**config.mk**
```make
export PLATFORM = sky130hd
export DESIGN_NAME = aacr_regs
export DESIGN_NICKNAME = d
export VERILOG_FILES = /design/src/rtl/aacr_pkg.sv /design/src/rtl/aacr_conv_if.sv /design/src/rtl/aacr_conv_cfg.sv /design/src/rtl/aacr_regs.sv
export SDC_FILE = /design/constraint.sdc
export NUM_CORES = 1
export LEC_CHECK = 0
export ABC_CLOCK_PERIOD_IN_PS = 13550
export BUFFER_PORTS_ARGS = -buffer_cell sky130_fd_sc_hd__buf_2
export CAP_MARGIN = 10
export CORE_MARGIN = 4
export CORE_UTILIZATION = 55
export CTS_BUF_LIST = sky130_fd_sc_hd__clkbuf_8
export DETAILED_ROUTE_END_ITERATION = 12
export PLACE_DENSITY = 0.77
export SKIP_LAST_GASP = 1
export SLEW_MARGIN = 40
export SYNTH_ARGS = -nofsm -noshare
export SYNTH_HDL_FRONTEND = slang
export SYNTH_SLANG_ARGS = --single-unit
```
**constraint.sdc**
```tcl
create_clock -name clk -period 13.55 [get_ports clk]
set_input_delay 2.0325 -clock clk [delete_from_list [all_inputs] [get_ports clk]]
set_output_delay 2.0325 -clock clk [all_outputs]
set_load 0.03 [all_outputs]
```
**src/rtl/aacr_pkg.sv**
```systemverilog
// Constants for the acquisition configuration register bank
package aacr_pkg;
  // Register indices on the register port
  localparam logic [3:0] IDX_CONTROL = 4'h0;
  localparam logic [3:0] IDX_VECTOR = 4'h1;
  localparam logic [3:0] IDX_CHANNELS = 4'h2;
  localparam logic [3:0] IDX_DECIM = 4'h3;
  localparam logic [3:0] IDX_CONV_CFG = 4'h4;
  localparam logic [3:0] IDX_CAL_SEL = 4'h5;
  localparam logic [3:0] IDX_PORT_ADDR = 4'h6;
  localparam logic [3:0] IDX_PORT_CHANS = 4'h7;
  localparam logic [3:0] IDX_BLOCK_CNT = 4'h8;
  localparam logic [3:0] IDX_SUB_BASE = 4'h9;
  localparam logic [3:0] IDX_SUB_SPACE = 4'ha;
  localparam logic [3:0] IDX_SYNC_WORD = 4'hb;
  // Control word fields and reset value
  localparam int CW_OSR_BIT = 8;
  localparam int CW_SUB_IRQ_BIT = 14;
  localparam int CW_VME_IRQ_BIT = 15;
  localparam logic [15:0] CW_RESET = 16'h0000;
  // Calibration selector fields
  localparam int CAL_TEST_EN_BIT = 6;
  localparam int CAL_STORED_BIT = 7;
  localparam logic [7:0] CAL_RESET = 8'h00;
  // Half-full thresholds in samples
  localparam logic [16:0] HALF_UNPACKED = 17'h04000;
  localparam logic [16:0] HALF_PACKED = 17'h08000;
  // Converter configuration port
  localparam int CONV_CS_BIT = 15;
  localparam logic [15:0] CONV_ARM = 16'h8000;
  localparam logic [7:0] CONV_REG_CAL = 8'h00;
  localparam logic [7:0] CONV_REG_HPF = 8'h01;
  localparam logic CONV_HPF_RESET = 1'b1;
  typedef enum logic [1:0] {CV_IDLE, CV_ARMED, CV_DATA} aacr_conv_e;
endpackage : aacr_pkg

```
**src/rtl/aacr_conv_if.sv**
```systemverilog
// Carrier between register bank and converter configuration port
`timescale 1ns/1ps
`default_nettype none
interface aacr_conv_if;
  logic wr;
  logic [15:0] data;
  logic conv_cs;
  logic conv_cal;
  logic conv_hpf_en;
  modport regs (output wr, output data, input conv_cs, input conv_cal, input conv_hpf_en);
  modport port (input wr, input data, output conv_cs, output conv_cal, output conv_hpf_en);
endinterface : aacr_conv_if
`default_nettype wire

```
**src/rtl/aacr_conv_cfg.sv**
```systemverilog
// Converter configuration write sequencer
`timescale 1ns/1ps
`default_nettype none
module aacr_conv_cfg
  import aacr_pkg::*;
(
  // Clock and reset
  input wire logic clk,
  input wire logic rst,
  // Register bank side
  aacr_conv_if.port cv
);
  aacr_conv_e state_reg;
  logic [7:0] addr_reg;

  always_ff @(posedge clk or posedge rst) begin
    if (rst) begin
      state_reg <= CV_IDLE;
      addr_reg <= 8'h00;
    end else if (cv.wr) begin
      if (!cv.data[CONV_CS_BIT]) begin
        state_reg <= CV_IDLE;
      end else begin
        case (state_reg)
          CV_IDLE: begin
            if (cv.data == CONV_ARM) begin
              state_reg <= CV_ARMED;
            end
          end
          CV_ARMED: begin
            addr_reg <= cv.data[7:0];
            state_reg <= CV_DATA;
          end
          CV_DATA: begin
            addr_reg <= addr_reg + 8'h01;
          end
          default: state_reg <= CV_IDLE;
        endcase
      end
    end
  end

  // Chip select follows the written bit, shared by all converters
  always_ff @(posedge clk or posedge rst) begin
    if (rst) begin
      cv.conv_cs <= 1'b0;
    end else if (cv.wr) begin
      cv.conv_cs <= cv.data[CONV_CS_BIT];
    end
  end

  // Only two notional registers exist; other addresses are dropped
  always_ff @(posedge clk or posedge rst) begin
    if (rst) begin
      cv.conv_cal <= 1'b0;
      cv.conv_hpf_en <= CONV_HPF_RESET;
    end else if (cv.wr && cv.data[CONV_CS_BIT] && state_reg == CV_DATA) begin
      if (addr_reg == CONV_REG_CAL) begin
        cv.conv_cal <= cv.data[0];
      end else if (addr_reg == CONV_REG_HPF) begin
        cv.conv_hpf_en <= cv.data[0];
      end
    end
  end
endmodule : aacr_conv_cfg
`default_nettype wire

```
**src/rtl/aacr_regs.sv**
```systemverilog
// Acquisition configuration register bank and its frame gating logic
`timescale 1ns/1ps
`default_nettype none
module aacr_regs
  import aacr_pkg::*;
(
  // Clock and reset
  input wire logic clk,
  input wire logic rst,
  input wire logic board_reset,
  // Register port
  input wire logic reg_wr,
  input wire logic reg_rd,
  input wire logic [3:0] reg_idx,
  input wire logic [31:0] reg_wdata,
  output logic [31:0] reg_rdata,
  // Sample stream from the converters
  input wire logic frame_start,
  input wire logic sample_valid,
  input wire logic [4:0] sample_chan,
  // FIFO status and output mode
  input wire logic [16:0] fifo_level,
  input wire logic packed_mode,
  input wire logic port_mode,
  // Daughter card presence pin
  input wire logic card_present_pin,
  // Converter controls
  output logic osr_128,
  output logic conv_cs,
  output logic conv_cal,
  output logic conv_hpf_en,
  // Storage and banking
  output logic store_en,
  output logic bank_switch,
  // Interrupt requests
  output logic vme_irq,
  output logic sub_irq,
  output logic [7:0] irq_vector,
  // Calibration signal routing
  output logic [2:0] cal_wave,
  output logic cal_input_sel,
  output logic cal_stored_sel,
  // Front-panel port setup
  output logic [4:0] port_addr,
  output logic [9:0] port_chans,
  // Subsystem bus setup
  output logic sub_en,
  output logic [15:0] sub_base,
  output logic [7:0] sub_space
);
  logic [15:0] control_word_reg;
  logic [7:0] interrupt_vector_reg;
  logic [4:0] channel_count_reg;
  logic [3:0] decimation_factor_reg;
  logic [7:0] cal_signal_select_reg;
  logic [4:0] port_board_address_reg;
  logic [9:0] port_channel_total_reg;
  logic [7:0] frames_per_block_reg;
  logic [15:0] subsystem_base_address_reg;
  logic [7:0] subsystem_space_code_reg;
  logic sub_en_reg;
  logic card_meta_reg;
  logic card_sync_reg;
  logic [3:0] decim_cnt_reg;
  logic frame_keep_reg;
  logic [7:0] block_cnt_reg;
  logic half_full;
  logic wr_ctl;

  aacr_conv_if cv_bus ();

  function automatic logic hit(input logic [3:0] idx, input logic [3:0] want);
    hit = reg_wr && (idx == want);
  endfunction : hit

  // Software board reset acts like the bus reset on the control word
  assign wr_ctl = hit(reg_idx, IDX_CONTROL);

  // Card presence comes from a pin on another domain
  always_ff @(posedge clk or posedge rst) begin
    if (rst) begin
      card_meta_reg <= 1'b0;
      card_sync_reg <= 1'b0;
    end else begin
      card_meta_reg <= card_present_pin;
      card_sync_reg <= card_meta_reg;
    end
  end

  always_ff @(posedge clk or posedge rst) begin
    if (rst) begin
      control_word_reg <= CW_RESET;
    end else if (board_reset) begin
      control_word_reg <= CW_RESET;
    end else if (wr_ctl) begin
      control_word_reg <= reg_wdata[15:0];
    end
  end

  always_ff @(posedge clk or posedge rst) begin
    if (rst) begin
      interrupt_vector_reg <= 8'h00;
    end else if (hit(reg_idx, IDX_VECTOR)) begin
      interrupt_vector_reg <= reg_wdata[7:0];
    end
  end

  // Channel count and decimation have no documented reset; zero is safe
  always_ff @(posedge clk or posedge rst) begin
    if (rst) begin
      channel_count_reg <= 5'h00;
      decimation_factor_reg <= 4'h0;
    end else begin
      if (hit(reg_idx, IDX_CHANNELS)) begin
        channel_count_reg <= reg_wdata[4:0];
      end
      if (hit(reg_idx, IDX_DECIM)) begin
        decimation_factor_reg <= reg_wdata[3:0];
      end
    end
  end

  // Writes are ignored while the daughter card is missing
  always_ff @(posedge clk or posedge rst) begin
    if (rst) begin
      cal_signal_select_reg <= CAL_RESET;
    end else if (!card_sync_reg) begin
      cal_signal_select_reg <= CAL_RESET;
    end else if (hit(reg_idx, IDX_CAL_SEL)) begin
      cal_signal_select_reg <= reg_wdata[7:0];
    end
  end

  always_ff @(posedge clk or posedge rst) begin
    if (rst) begin
      port_board_address_reg <= 5'h00;
      port_channel_total_reg <= 10'h000;
      frames_per_block_reg <= 8'h00;
    end else begin
      if (hit(reg_idx, IDX_PORT_ADDR)) begin
        port_board_address_reg <= reg_wdata[4:0];
      end
      if (hit(reg_idx, IDX_PORT_CHANS)) begin
        port_channel_total_reg <= reg_wdata[9:0];
      end
      if (hit(reg_idx, IDX_BLOCK_CNT)) begin
        frames_per_block_reg <= reg_wdata[7:0];
      end
    end
  end

  // The interface stays off after any reset until the base is written
  always_ff @(posedge clk or posedge rst) begin
    if (rst) begin
      subsystem_base_address_reg <= 16'h0000;
      sub_en_reg <= 1'b0;
    end else if (board_reset) begin
      sub_en_reg <= 1'b0;
    end else if (hit(reg_idx, IDX_SUB_BASE)) begin
      subsystem_base_address_reg <= reg_wdata[31:16];
      sub_en_reg <= 1'b1;
    end
  end

  always_ff @(posedge clk or posedge rst) begin
    if (rst) begin
      subsystem_space_code_reg <= 8'h00;
    end else if (hit(reg_idx, IDX_SUB_SPACE)) begin
      subsystem_space_code_reg <= reg_wdata[7:0];
    end
  end

  // Sync word writes decode to no register, so they change nothing

  // Converter port writes go to the shared sequencer
  assign cv_bus.wr = hit(reg_idx, IDX_CONV_CFG);
  assign cv_bus.data = reg_wdata[15:0];

  aacr_conv_cfg u_conv (
    .clk(clk),
    .rst(rst),
    .cv(cv_bus.port)
  );

  // Write-only registers read as zero
  always_ff @(posedge clk or posedge rst) begin
    if (rst) begin
      reg_rdata <= 32'h00000000;
    end else if (reg_rd) begin
      if (reg_idx == IDX_CONTROL) begin
        reg_rdata <= {16'h0000, control_word_reg};
      end else if (reg_idx == IDX_VECTOR) begin
        reg_rdata <= {24'h000000, interrupt_vector_reg};
      end else if (reg_idx == IDX_CAL_SEL && card_sync_reg) begin
        reg_rdata <= {24'h000000, cal_signal_select_reg};
      end else if (reg_idx == IDX_SYNC_WORD) begin
        reg_rdata <= 32'h00000000;
      end else begin
        reg_rdata <= 32'h00000000;
      end
    end
  end

  // Decimation: frame kept when the counter is back at zero
  // Board reset drops the frame in flight and restarts the phase, as at power-up
  always_ff @(posedge clk or posedge rst) begin
    if (rst) begin
      decim_cnt_reg <= 4'h0;
      frame_keep_reg <= 1'b0;
    end else if (board_reset) begin
      decim_cnt_reg <= 4'h0;
      frame_keep_reg <= 1'b0;
    end else if (frame_start) begin
      frame_keep_reg <= (decim_cnt_reg == 4'h0);
      if (decim_cnt_reg >= decimation_factor_reg) begin
        decim_cnt_reg <= 4'h0;
      end else begin
        decim_cnt_reg <= decim_cnt_reg + 4'h1;
      end
    end
  end

  // Frame start and its samples arrive in distinct cycles
  always_ff @(posedge clk or posedge rst) begin
    if (rst) begin
      store_en <= 1'b0;
    end else begin
      store_en <= sample_valid && frame_keep_reg &&
                  (sample_chan <= channel_count_reg);
    end
  end

  // Counts kept frames in port mode; a switch on every count-plus-one frames
  always_ff @(posedge clk or posedge rst) begin
    if (rst) begin
      block_cnt_reg <= 8'h00;
      bank_switch <= 1'b0;
    end else if (board_reset) begin
      block_cnt_reg <= 8'h00;
      bank_switch <= 1'b0;
    end else begin
      bank_switch <= 1'b0;
      if (port_mode && sample_valid && frame_keep_reg &&
          sample_chan == channel_count_reg) begin
        if (block_cnt_reg >= frames_per_block_reg) begin
          block_cnt_reg <= 8'h00;
          bank_switch <= 1'b1;
        end else begin
          block_cnt_reg <= block_cnt_reg + 8'h01;
        end
      end
    end
  end

  // Levels, not pulses: the host removes the cause by draining the FIFO
  assign half_full = packed_mode ? (fifo_level >= HALF_PACKED) :
                     (fifo_level >= HALF_UNPACKED);

  always_ff @(posedge clk or posedge rst) begin
    if (rst) begin
      vme_irq <= 1'b0;
      sub_irq <= 1'b0;
    end else begin
      vme_irq <= half_full && control_word_reg[CW_VME_IRQ_BIT];
      sub_irq <= half_full && control_word_reg[CW_SUB_IRQ_BIT] && sub_en_reg;
    end
  end

  // Outputs copied from registers so every pin comes from a flop
  always_ff @(posedge clk or posedge rst) begin
    if (rst) begin
      osr_128 <= 1'b0;
      irq_vector <= 8'h00;
      cal_wave <= 3'h0;
      cal_input_sel <= 1'b0;
      cal_stored_sel <= 1'b0;
      port_addr <= 5'h00;
      port_chans <= 10'h000;
      sub_en <= 1'b0;
      sub_base <= 16'h0000;
      sub_space <= 8'h00;
      conv_cs <= 1'b0;
      conv_cal <= 1'b0;
      conv_hpf_en <= CONV_HPF_RESET;
    end else begin
      osr_128 <= control_word_reg[CW_OSR_BIT];
      irq_vector <= interrupt_vector_reg;
      cal_wave <= cal_signal_select_reg[2:0];
      cal_input_sel <= cal_signal_select_reg[CAL_TEST_EN_BIT];
      cal_stored_sel <= cal_signal_select_reg[CAL_TEST_EN_BIT] &&
                        cal_signal_select_reg[CAL_STORED_BIT];
      port_addr <= port_board_address_reg;
      port_chans <= port_channel_total_reg;
      sub_en <= sub_en_reg;
      sub_base <= subsystem_base_address_reg;
      sub_space <= subsystem_space_code_reg;
      conv_cs <= cv_bus.conv_cs;
      conv_cal <= cv_bus.conv_cal;
      conv_hpf_en <= cv_bus.conv_hpf_en;
    end
  end
endmodule : aacr_regs
`default_nettype wire

```
==> qor.txt, run 1 <==
status -> finished, final reports clean
ys async rst share -> 100%
Max transition margin -> 48.1%
crit path time final -> 3.47 ns
Worst-Margin Slew -> 0.779 ns
critical setup path kind -> input pin to register
WP data arrival -> 3.80 ns
mapped cell area -> 7910 µm²
hold depth -> 0
Reg area -> 4860 µm²
total CTS buffers -> 17
DP HPWL -> 11700 µm
final worst-path cycle share -> 25.6%
Worst Hold Class -> register to register
Avg Cell Area, Syn -> 12.1 µm²
met3 usage -> 6.04%
Synth cell types -> 50
Initial Utilization -> 56.5%
Fmax -> 0.288 GHz
wire per inst -> 17.2 µm
Synth area leader -> dfrtp_1
Total Nets Final -> 876
setup repair after global routing missed its margin -> no
Hold EP -> card_sync_reg
Root Buffer -> clkbuf_8
WL final -> 16900 µm
area grow syn2layout -> 15.5%
Worst Path Buf+Inv -> 1
maximum clock path buffer count -> 2
total global-route track usage -> 21.3%
number of global-route vias before repair -> 5378
FF-to-FF path depth -> 7
die height -> 128 µm
final setup fails -> 0
Clk pin slew, worst setup/hold paths -> 0.10 ns
clock skew -> 0.0118 ns
Max stage delay on crit path -> 0.64 ns
Critical R2R Capture -> u_conv.cv.conv_hpf_en
Req. time, crit path -> 13.88 ns
Yosys top cell area share -> 60.8%
initial antenna violation count -> 2
CTS tree -> yes
Initial DRC Count -> 302
Post-synth EDFFs -> 0
DR vias -> 5396
CTS HTree Levels -> 4
filler cell count in the final layout -> 1060
Register-to-Register Setup Slack -> 11.32 ns
post-route ant nets -> 0
Core Util, Final -> 65.3%
CP top delay family -> simple AND/OR/NAND/NOR gates
first-pass GRT wire length -> 27200 µm
port bufs -> 130
Max-cap violations -> 0
die area -> 16400 µm²
Area contributors post-synth -> dfrtp_1, mux2_2, ha_1, nand3_1, nand2_1
area of the multi-input gates -> 2740 µm²
Mapped Cells -> 655
Skew-Pair Late Insertion Delay -> 0.47 ns
Max FO, Critical Path -> 17
Fin. Hold Viols -> 0
drc violations -> 0
post-route setup TNS -> 0 ns
worst r2r src -> u_conv.state_reg[0]
register area share after synthesis -> 61.4%
Worst Setup End Kind -> register
largest net degree at the start of global routing -> 120
met2 Use GR -> 34.1%
detailed-router iteration count before antenna repair -> 5
CTS resizes -> 0
# rows -> 43
Worst setup SP type -> input pin
Final Wtd Congestion -> 0.799
Syn. warnings -> 0
postcts setup bufs -> 0
worst path cell trace -> buf_2 > nand3b_1 > nor3_4 > nand2b_1 > o22ai_1 > a21oi_1
Core ar. -> 14000 µm²
cts hold-fix bufs -> 0
max-slew violations -> 0
Ports -> 161
PD cells -> 151 nW/µm²
share of layout cells above drive strength 1 -> 29.2%
Global Route met1 Usage -> 28.5%
synthesis-stage register bit count -> 194
total grt overflow -> 0
DIE WIDTH -> 128 µm
GR peak layer -> met2
Slowest-stage cell, CP -> nor3_4
most common flop cell mapped by yosys -> dfrtp_1
Pleak -> 4.43 nW
vias per cell -> 5.52
hold wc startpoint -> card_meta_reg
CTS Sinks -> 194
maximum vdd drop -> 0.140 mV
per-layer routing:
layer  up-vias  part of all wire [%]
li1       2494                     -
met1      2686                    41
met2       189                    49
met3        25                   8.4
met4         2                   1.7
met5         -                  0.10
stage by stage:
stage	std cells	hold slack [ns]	worst slack [ns]	instance area (µm²)	total power [W]
after detailed placement	943	0.343	9.65	8660	0.000969
after floorplan	670	0.331	6.24	7960	0.000889
after global placement	943	0.335	9.49	8650	0.000954
final	978	0.363	10.08	9140	0.00138
after CTS	975	0.365	10.15	9120	0.00140
after global routing	976	0.370	9.93	9130	0.00145
cell usage after synthesis, types with 3 or more instances:
cell and n:
nand2_1 52, and3_1 9, o211ai_1 3, a22oi_1 8
o22ai_1 5, buf_2 4, clkbuf_1 17, nor2b_1 14
a31oi_1 15, o21ai_0 27, ha_1 26, mux2_2 54
a21oi_1 29, nand3_1 43, nor3_1 9, nor4_1 3
nor2_1 19, dfrtp_1 192, mux2_1 9, nand2b_1 10
buf_4 16, inv_1 39, nand4_1 3, mux2i_1 10
nand3b_1 3
layout by cell type, fill, tap and decap left out, drive strengths merged, types with 3 or more instances in the layout:
cell type and count:
dfrtp 192, buf 134, mux2 63, nand2 52, nand3 43, inv 42, a21oi 29, o21ai 27
ha 26, nor2 21, clkbuf 19, conb 16, a31oi 15, nor2b 14, nand2b 10, mux2i 10
nor3 10, and3 9, a22oi 8, o22ai 5, bufinv 5, nor4 4, clkinv 4, diode 3
nand3b 3, nand4 3, o211ai 3
worst register-to-register path, cell delays in order (launching register included):
cell and delay [ns]:
dfrtp_1 0.41, inv_1 0.09, ha_1 0.42, nor4b_1 0.29
nand2_1 0.08, nor3_1 0.31, and3b_1 0.23, mux2_2 0.33
worst max path at each step:
| stage | start | endpoint | cells after the start |
|---|---|---|---|
| CTS | reg_idx[3] | u_conv.addr_reg[5] | 6 |
| global route | reg_idx[3] | u_conv.addr_reg[3] | 5 |
| detailed placement | reg_idx[3] | u_conv.addr_reg[5] | 6 |
| floorplan | rst | bank_switch | 1 |
| finish | reg_idx[3] | u_conv.addr_reg[5] | 6 |
| global placement | reg_idx[0] | control_word_reg[8] | 5 |
power by group:
part | internal (W) | switching [W] | leakage (nW)
sequential | 0.000663 | 0.0000440 | 2.50
clock | 0.000230 | 0.000198 | 0.238
combinational | 0.0000880 | 0.000160 | 1.70
total | 0.000981 | 0.000402 | 4.43
area by class of cell:
class,instances,share of cell area [%]
antenna,3,0.0822
inverter,39,1.74
timing repair buffer,134,7.49
clock buffer,19,2.86
tap,180,2.47
sequential,194,53.2
clock inverter,13,2.22
multi-input combinational,396,30.0
logic make-up after synthesis:
group | share of synthesized area (%)
other | 0.0474
DFF | 61.4
xor gates and xnor gates | 0.111
buffers and inverters | 4.81
and+or+nand+nor | 11.9
AOI/OAI and AO/OA | 7.31
adders and majority gates | 4.11
muxes | 10.2
Note: power is estimated with default switching activity, not from simulation.
==> run 2, diff against run 1 <==
ABC_CLOCK_PERIOD_IN_PS = 2900   (was 13550)
CORE_UTILIZATION = 51   (was 55)
PLACE_DENSITY = 0.75   (was 0.77)
clock period = 2.9 ns   (was 13.55 ns; I/O delays follow)
==> run 2 against run 1 <==
Against the previous run:
- first-iteration DRC count is 22% higher
- core utilization is 5.2 points lower
- final cell count is 1.1% higher
==> qor.txt, run 2 (synthesis gave the netlist of run 1 again) <==
Worst setup SP type -> register
Fin. Hold Viols -> 0 (unchanged)
drc violations -> 0 (unchanged)
Worst-Margin Slew -> 0.789 ns (+0.0101 ns)
first-pass GRT wire length -> 28600 µm (+5.1%)
Clk pin slew, worst setup/hold paths -> 0.09 ns (about the same)
DR vias -> 5539 (+2.7%)
most common cell after layout, fill and taps aside -> dfrtp_1
commonest non-fill, non-tap cells in the layout -> dfrtp_1, buf_2, mux2_2
crit path time final -> 2.21 ns
final setup fails -> 0 (unchanged)
Core Util, Final -> 60.1% (-5.2 points)
maximum vdd drop -> 0.410 mV (+190%)
cts hold-fix bufs -> 0 (unchanged)
status -> finished, final reports clean
Fmax -> 0.453 GHz
setup repair after global routing missed its margin -> no
area grow syn2layout -> 15.5% (about the same)
Max FO, Critical Path -> 13 (-4)
post-route setup TNS -> 0 ns (unchanged)
total grt overflow -> 0 (unchanged)
vias per cell -> 5.60 (+1.5%)
Total Nets Final -> 881 (+0.57%)
largest net degree at the start of global routing -> 112 (-6.7%)
initial antenna violation count -> 1 (-1)
postcts setup bufs -> 0 (unchanged)
WL final -> 17400 µm (+3.0%)
Pleak -> 4.44 nW (+0.11%)
clock skew -> 0.0127 ns (+0.000905 ns)
max-slew violations -> 0 (unchanged)
WP data arrival -> 2.60 ns (-1.20 ns)
total CTS buffers -> 17 (unchanged)
Worst Setup End Kind -> register
share of layout cells above drive strength 1 -> 29.4% (+0.19 points)
# rows -> 45 (+4.7%)
die height -> 133 µm (+3.6%)
post-route ant nets -> 0 (unchanged)
CTS tree -> yes
Initial DRC Count -> 369 (+22%)
Worst Hold Class -> input pin to register
CTS HTree Levels -> 4 (unchanged)
final worst-path cycle share -> 76.1%
critical setup path kind -> register to register
PD cells -> 685 nW/µm² (+350%)
Setup WS pre-CTS -> 0.657 ns (-9.00 ns)
die area -> 17600 µm² (+7.3%)
CTS Sinks -> 194 (unchanged)
DIE WIDTH -> 133 µm (+3.6%)
wire per inst -> 17.6 µm (+1.9%)
CTS resizes -> 0 (unchanged)
Req. time, crit path -> 3.29 ns (-10.59 ns)
DP HPWL -> 12100 µm (+3.8%)
maximum clock path buffer count -> 2 (unchanged)
Ports -> 161 (unchanged)
Max-cap violations -> 0 (unchanged)
dpl cells -> 956 (+1.4%)
filler cell count in the final layout -> 1223 (+15%)
Skew-Pair Late Insertion Delay -> 0.46 ns (about the same)
Core ar. -> 15200 µm² (+8.7%)
fin cells -> 989 (+1.1%)
Max transition margin -> 47.4% (-0.67 points)
detailed-router iteration count before antenna repair -> 5 (unchanged)
port bufs -> 130 (unchanged)
number of global-route vias before repair -> 5629 (+4.7%)
Final Wtd Congestion -> 0.818 (+2.3%)
Final WS setup -> 0.692 ns (-9.39 ns)
Root Buffer -> clkbuf_8
total global-route track usage -> 20.4% (-0.88 points)
Initial Utilization -> 52.0% (-4.5 points)
## run 2: cell types whose count changed in the layout (fill, tap and decap cells not counted), sizes merged
cell,change
bufinv,-3
inv,+1
diode,-2
buf,+5
clkbuf,+2
## run 2: stage by stage
step	hold slack, ns	power [W]	instance area (µm²)
floorplan	0.331	0.00415	7970
global placement	0.333	0.00447	8720
detailed placement	0.350	0.00454	8720
CTS	0.0560	0.00631	9130
global route	0.0473	0.00657	9130
finish	0.0771	0.00625	9130
## run 2: path summary, 6_finish.rpt
check / from / slack [ns] / endpoint / depth (start not counted)
hold / removal: card_present_pin / 0.08 / card_meta_reg / 1
hold reg to reg: card_meta_reg / 0.37 / card_sync_reg / 0
min in group asynchronous: rst / 0.10 / sub_base[1] / 3
setup reg to reg: u_conv.state_reg[0] / 0.69 / u_conv.cv.conv_hpf_en / 7
setup / recovery: u_conv.state_reg[0] / 0.69 / u_conv.cv.conv_hpf_en / 7
max in group asynchronous: rst / 2.30 / subsystem_space_code_reg[6] / 3
## run 2: final cells by class
cell class | instances | area (µm²) | share of cell area [%]
Timing Repair Buffer | 139 | 743 | 8.14
Antenna cell | 1 | 2.50 | 0.0274
Sequential cell | 194 | 4860 | 53.2
Multi-Input combinational cell | 396 | 2730 | 29.9
Inverter | 39 | 150 | 1.64
Tap cell | 188 | 235 | 2.58
Clock buffer | 21 | 289 | 3.17
Clock inverter | 11 | 123 | 1.34
## run 2: layer usage
metal,up-vias,GRT usage (%),wire [µm]
met5,-,0,8
met4,2,7.51,403
met3,36,5.89,1270
met2,221,33.7,8690
met1,2782,25.7,7000
li1,2498,-,-
## run 2: power breakdown
part	switching, W	internal, W	leakage, nW	total [W]
clock	0.000912	0.000864	0.219	0.00178
sequential	0.000206	0.00310	2.50	0.00331
combinational	0.000752	0.000418	1.72	0.00117
total	0.00187	0.00438	4.44	0.00625
## run 2: worst max-delay path, cell delays in order (launching register included)
cell     delay, ns
dfrtp_1       0.40
inv_1         0.09
ha_1          0.44
nor4b_1       0.28
nand2_1       0.08
nor3_1        0.28
and3b_1       0.23
mux2_2        0.33
==> run 3, diff against run 2 <==
ABC_CLOCK_PERIOD_IN_PS = 2300   (was 2900)
CORE_UTILIZATION = 55   (was 51)
PLACE_DENSITY = 0.77   (was 0.75)
clock period = 2.3 ns   (was 2.9 ns; I/O delays follow)
==> run 3 against run 2 <==
Against the previous run:
- power grew 28%
- critical path type unchanged
- count of clock-buffer cells in the layout shrank 3
- hold slack gained 0.017 ns
- flip-flop and latch count is the same
- maximum frequency grew 7.0%
==> qor.txt, run 3 (synthesis gave the netlist of run 1 again) <==
filler cell count in the final layout -> 1033 (-16%)
Req. time, crit path -> 2.69 ns (-0.60 ns)
Fin. Hold Viols -> 0 (unchanged)
commonest non-fill, non-tap cells in the layout -> dfrtp_1, buf_2, mux2_2
final setup fails -> 0 (unchanged)
Initial Utilization -> 56.5% (+4.5 points)
CTS HTree Levels -> 4 (unchanged)
total grt overflow -> 0 (unchanged)
Initial DRC Count -> 342 (-7.3%)
Setup WS pre-CTS -> 0.257 ns (-0.401 ns)
Final WS setup -> 0.236 ns (-0.456 ns)
area grow syn2layout -> 16.6%
vias per cell -> 5.49 (-1.9%)
wire per inst -> 17.4 µm (-1.2%)
sw power -> 0.00235 W (+26%)
maximum clock path buffer count -> 2 (unchanged)
post-route ant nets -> 0 (unchanged)
Clk pin slew, worst setup/hold paths -> 0.09 ns (about the same)
worst r2r src -> block_cnt_reg[3]
DR vias -> 5449 (-1.6%)
Critical R2R Capture -> block_cnt_reg[2]
# rows -> 43 (-4.4%)
Skew-Pair Late Insertion Delay -> 0.46 ns (about the same)
Seq pwr share -> 52.1% (-0.8 points)
Max-cap violations -> 0 (unchanged)
die height -> 128 µm (-3.5%)
status -> finished, final reports clean
Fmax -> 0.485 GHz (+7.0%)
total CTS buffers -> 17 (unchanged)
hold depth -> 2 (+1)
drc violations -> 0 (unchanged)
Max transition margin -> 46.5% (-0.91 points)
Worst setup SP type -> register
Worst Setup End Kind -> register
WP data arrival -> 2.45 ns (-0.15 ns)
PD cells -> 868 nW/µm² (+27%)
Worst Hold Class -> input pin to register
largest net degree at the start of global routing -> 128 (+14%)
clock skew -> 0.0105 ns (-0.00215 ns)
max-slew violations -> 0 (unchanged)
hold wc startpoint -> reg_wdata[18]
share of layout cells above drive strength 1 -> 29.7% (+0.33 points)
Register-to-Register Setup Slack -> 0.24 ns (-0.46 ns)
Worst-Margin Slew -> 0.803 ns (+0.0136 ns)
CTS tree -> yes
Total Nets Final -> 890 (+1.0%)
port bufs -> 130 (unchanged)
most common cell after layout, fill and taps aside -> dfrtp_1
Root Buffer -> clkbuf_8
setup repair after global routing missed its margin -> no
Sw Share -> 29.4% (-0.51 points)
final worst-path cycle share -> 89.7% (+14 points)
FF-to-FF path depth -> 6 (-1)
Pint -> 0.00565 W (+29%)
detailed-router iteration count before antenna repair -> 6 (+1)
DIE WIDTH -> 128 µm (-3.5%)
number of global-route vias before repair -> 5521 (-1.9%)
DP HPWL -> 12000 µm (-0.71%)
Pleak -> 4.49 nW (+1.1%)
first-pass GRT wire length -> 27900 µm (-2.4%)
CTS resizes -> 0 (unchanged)
total global-route track usage -> 21.8% (+1.4 points)
critical setup path kind -> register to register
clock share of power -> 29.4% (+1.0 points)
Max FO, Critical Path -> 15 (+2)
WL final -> 17200 µm (-0.87%)
Final Wtd Congestion -> 0.834 (+2.0%)
CTS Sinks -> 194 (unchanged)
fin cells -> 992 (+0.30%)
Core ar. -> 14000 µm² (-8.0%)
dpl cells -> 955 (-0.10%)
die area -> 16400 µm² (-6.8%)
Hold EP -> subsystem_base_address_reg[2]
Logic pwr share -> 18.5% (-0.2 points)
crit path time final -> 2.06 ns (-0.144 ns)
initial antenna violation count -> 4 (+3)
Ports -> 161 (unchanged)
maximum vdd drop -> 0.599 mV (+46%)
==> run 3: cell types whose count changed in the layout (fill, tap and decap cells not counted) <==
| cell | before | now |
|---|---|---|
| buf_4 | 7 | 14 |
| bufinv_16 | 2 | 4 |
| clkbuf_8 | 21 | 18 |
| clkinv_2 | 3 | 2 |
| clkinv_4 | 1 | 0 |
| clkinvlp_4 | 1 | 2 |
| diode_2 | 1 | 4 |
| dlygate4sd3_1 | 0 | 2 |
| inv_1 | 39 | 40 |
==> run 3: worst max path at each step <==
stage,start,to,slack (ns),depth (start not counted)
after floorplan,rst,bank_switch,-0.55,1
after global placement,block_cnt_reg[3],block_cnt_reg[2],0.33,6
after detailed placement,block_cnt_reg[3],block_cnt_reg[6],0.26,6
after CTS,block_cnt_reg[3],block_cnt_reg[6],0.25,6
after global routing,block_cnt_reg[3],block_cnt_reg[6],0.10,6
final,block_cnt_reg[3],block_cnt_reg[2],0.24,6
==> run 3: layout make-up <==
| class | count | area (µm²) | share of cell area [%] |
|---|---|---|---|
| Sequential cell | 194 | 4860 | 52.7 |
| Multi-Input combinational cell | 396 | 2730 | 29.6 |
| Timing Repair Buffer | 148 | 816 | 8.85 |
| Clock buffer | 18 | 248 | 2.69 |
| Tap cell | 180 | 225 | 2.44 |
| Clock inverter | 13 | 180 | 1.95 |
| Inverter | 39 | 150 | 1.63 |
| Antenna cell | 4 | 10.0 | 0.109 |
==> run 3: metal layers <==
layer / wire (µm) / GRT usage, % / up-vias
met1: 7290 / 28.8 / 2714
met2: 8360 / 35.0 / 184
li1: - / - / 2518
met3: 1200 / 6.63 / 31
met5: 13 / 0 / -
met4: 361 / 6.74 / 2
==> run 3: per-stage QoR <==
step	TNS [ns]	utilization, %	hold slack [ns]	total power, W	cell area (µm²)
after floorplan	-105.17	-	0.331	0.00524	7970
after global placement	0	62.6	0.296	0.00564	8760
after detailed placement	0	62.6	0.297	0.00573	8760
after CTS	0	65.8	0.0723	0.00808	9210
after global routing	0	65.9	0.0673	0.00840	9220
final	0	65.9	0.0942	0.00800	9220
==> run 3: power by group through the flow <==
stage / Clock, W / Combinational [W] / Sequential [W]
global route: 0.00256 / 0.00162 / 0.00423
detailed placement: 0 / 0.00149 / 0.00424
CTS: 0.00240 / 0.00150 / 0.00417
finish: 0.00236 / 0.00148 / 0.00417
global placement: 0 / 0.00144 / 0.00420
floorplan: 0 / 0.000661 / 0.00458
==> run 3: critical path, cell delays in order, from the launching register on <==
cell	delay (ns)
dfrtp_1	0.45
ha_1	0.23
or4_1	0.51
a21oi_1	0.13
o31a_2	0.34
nand4b_1	0.14
a31oi_1	0.18
==> run 3: what timing repair did <==
item	in CTS	in global routing
hold buffers	2	0
setup buffers	0	0
endpoints found under the hold margin	8	0
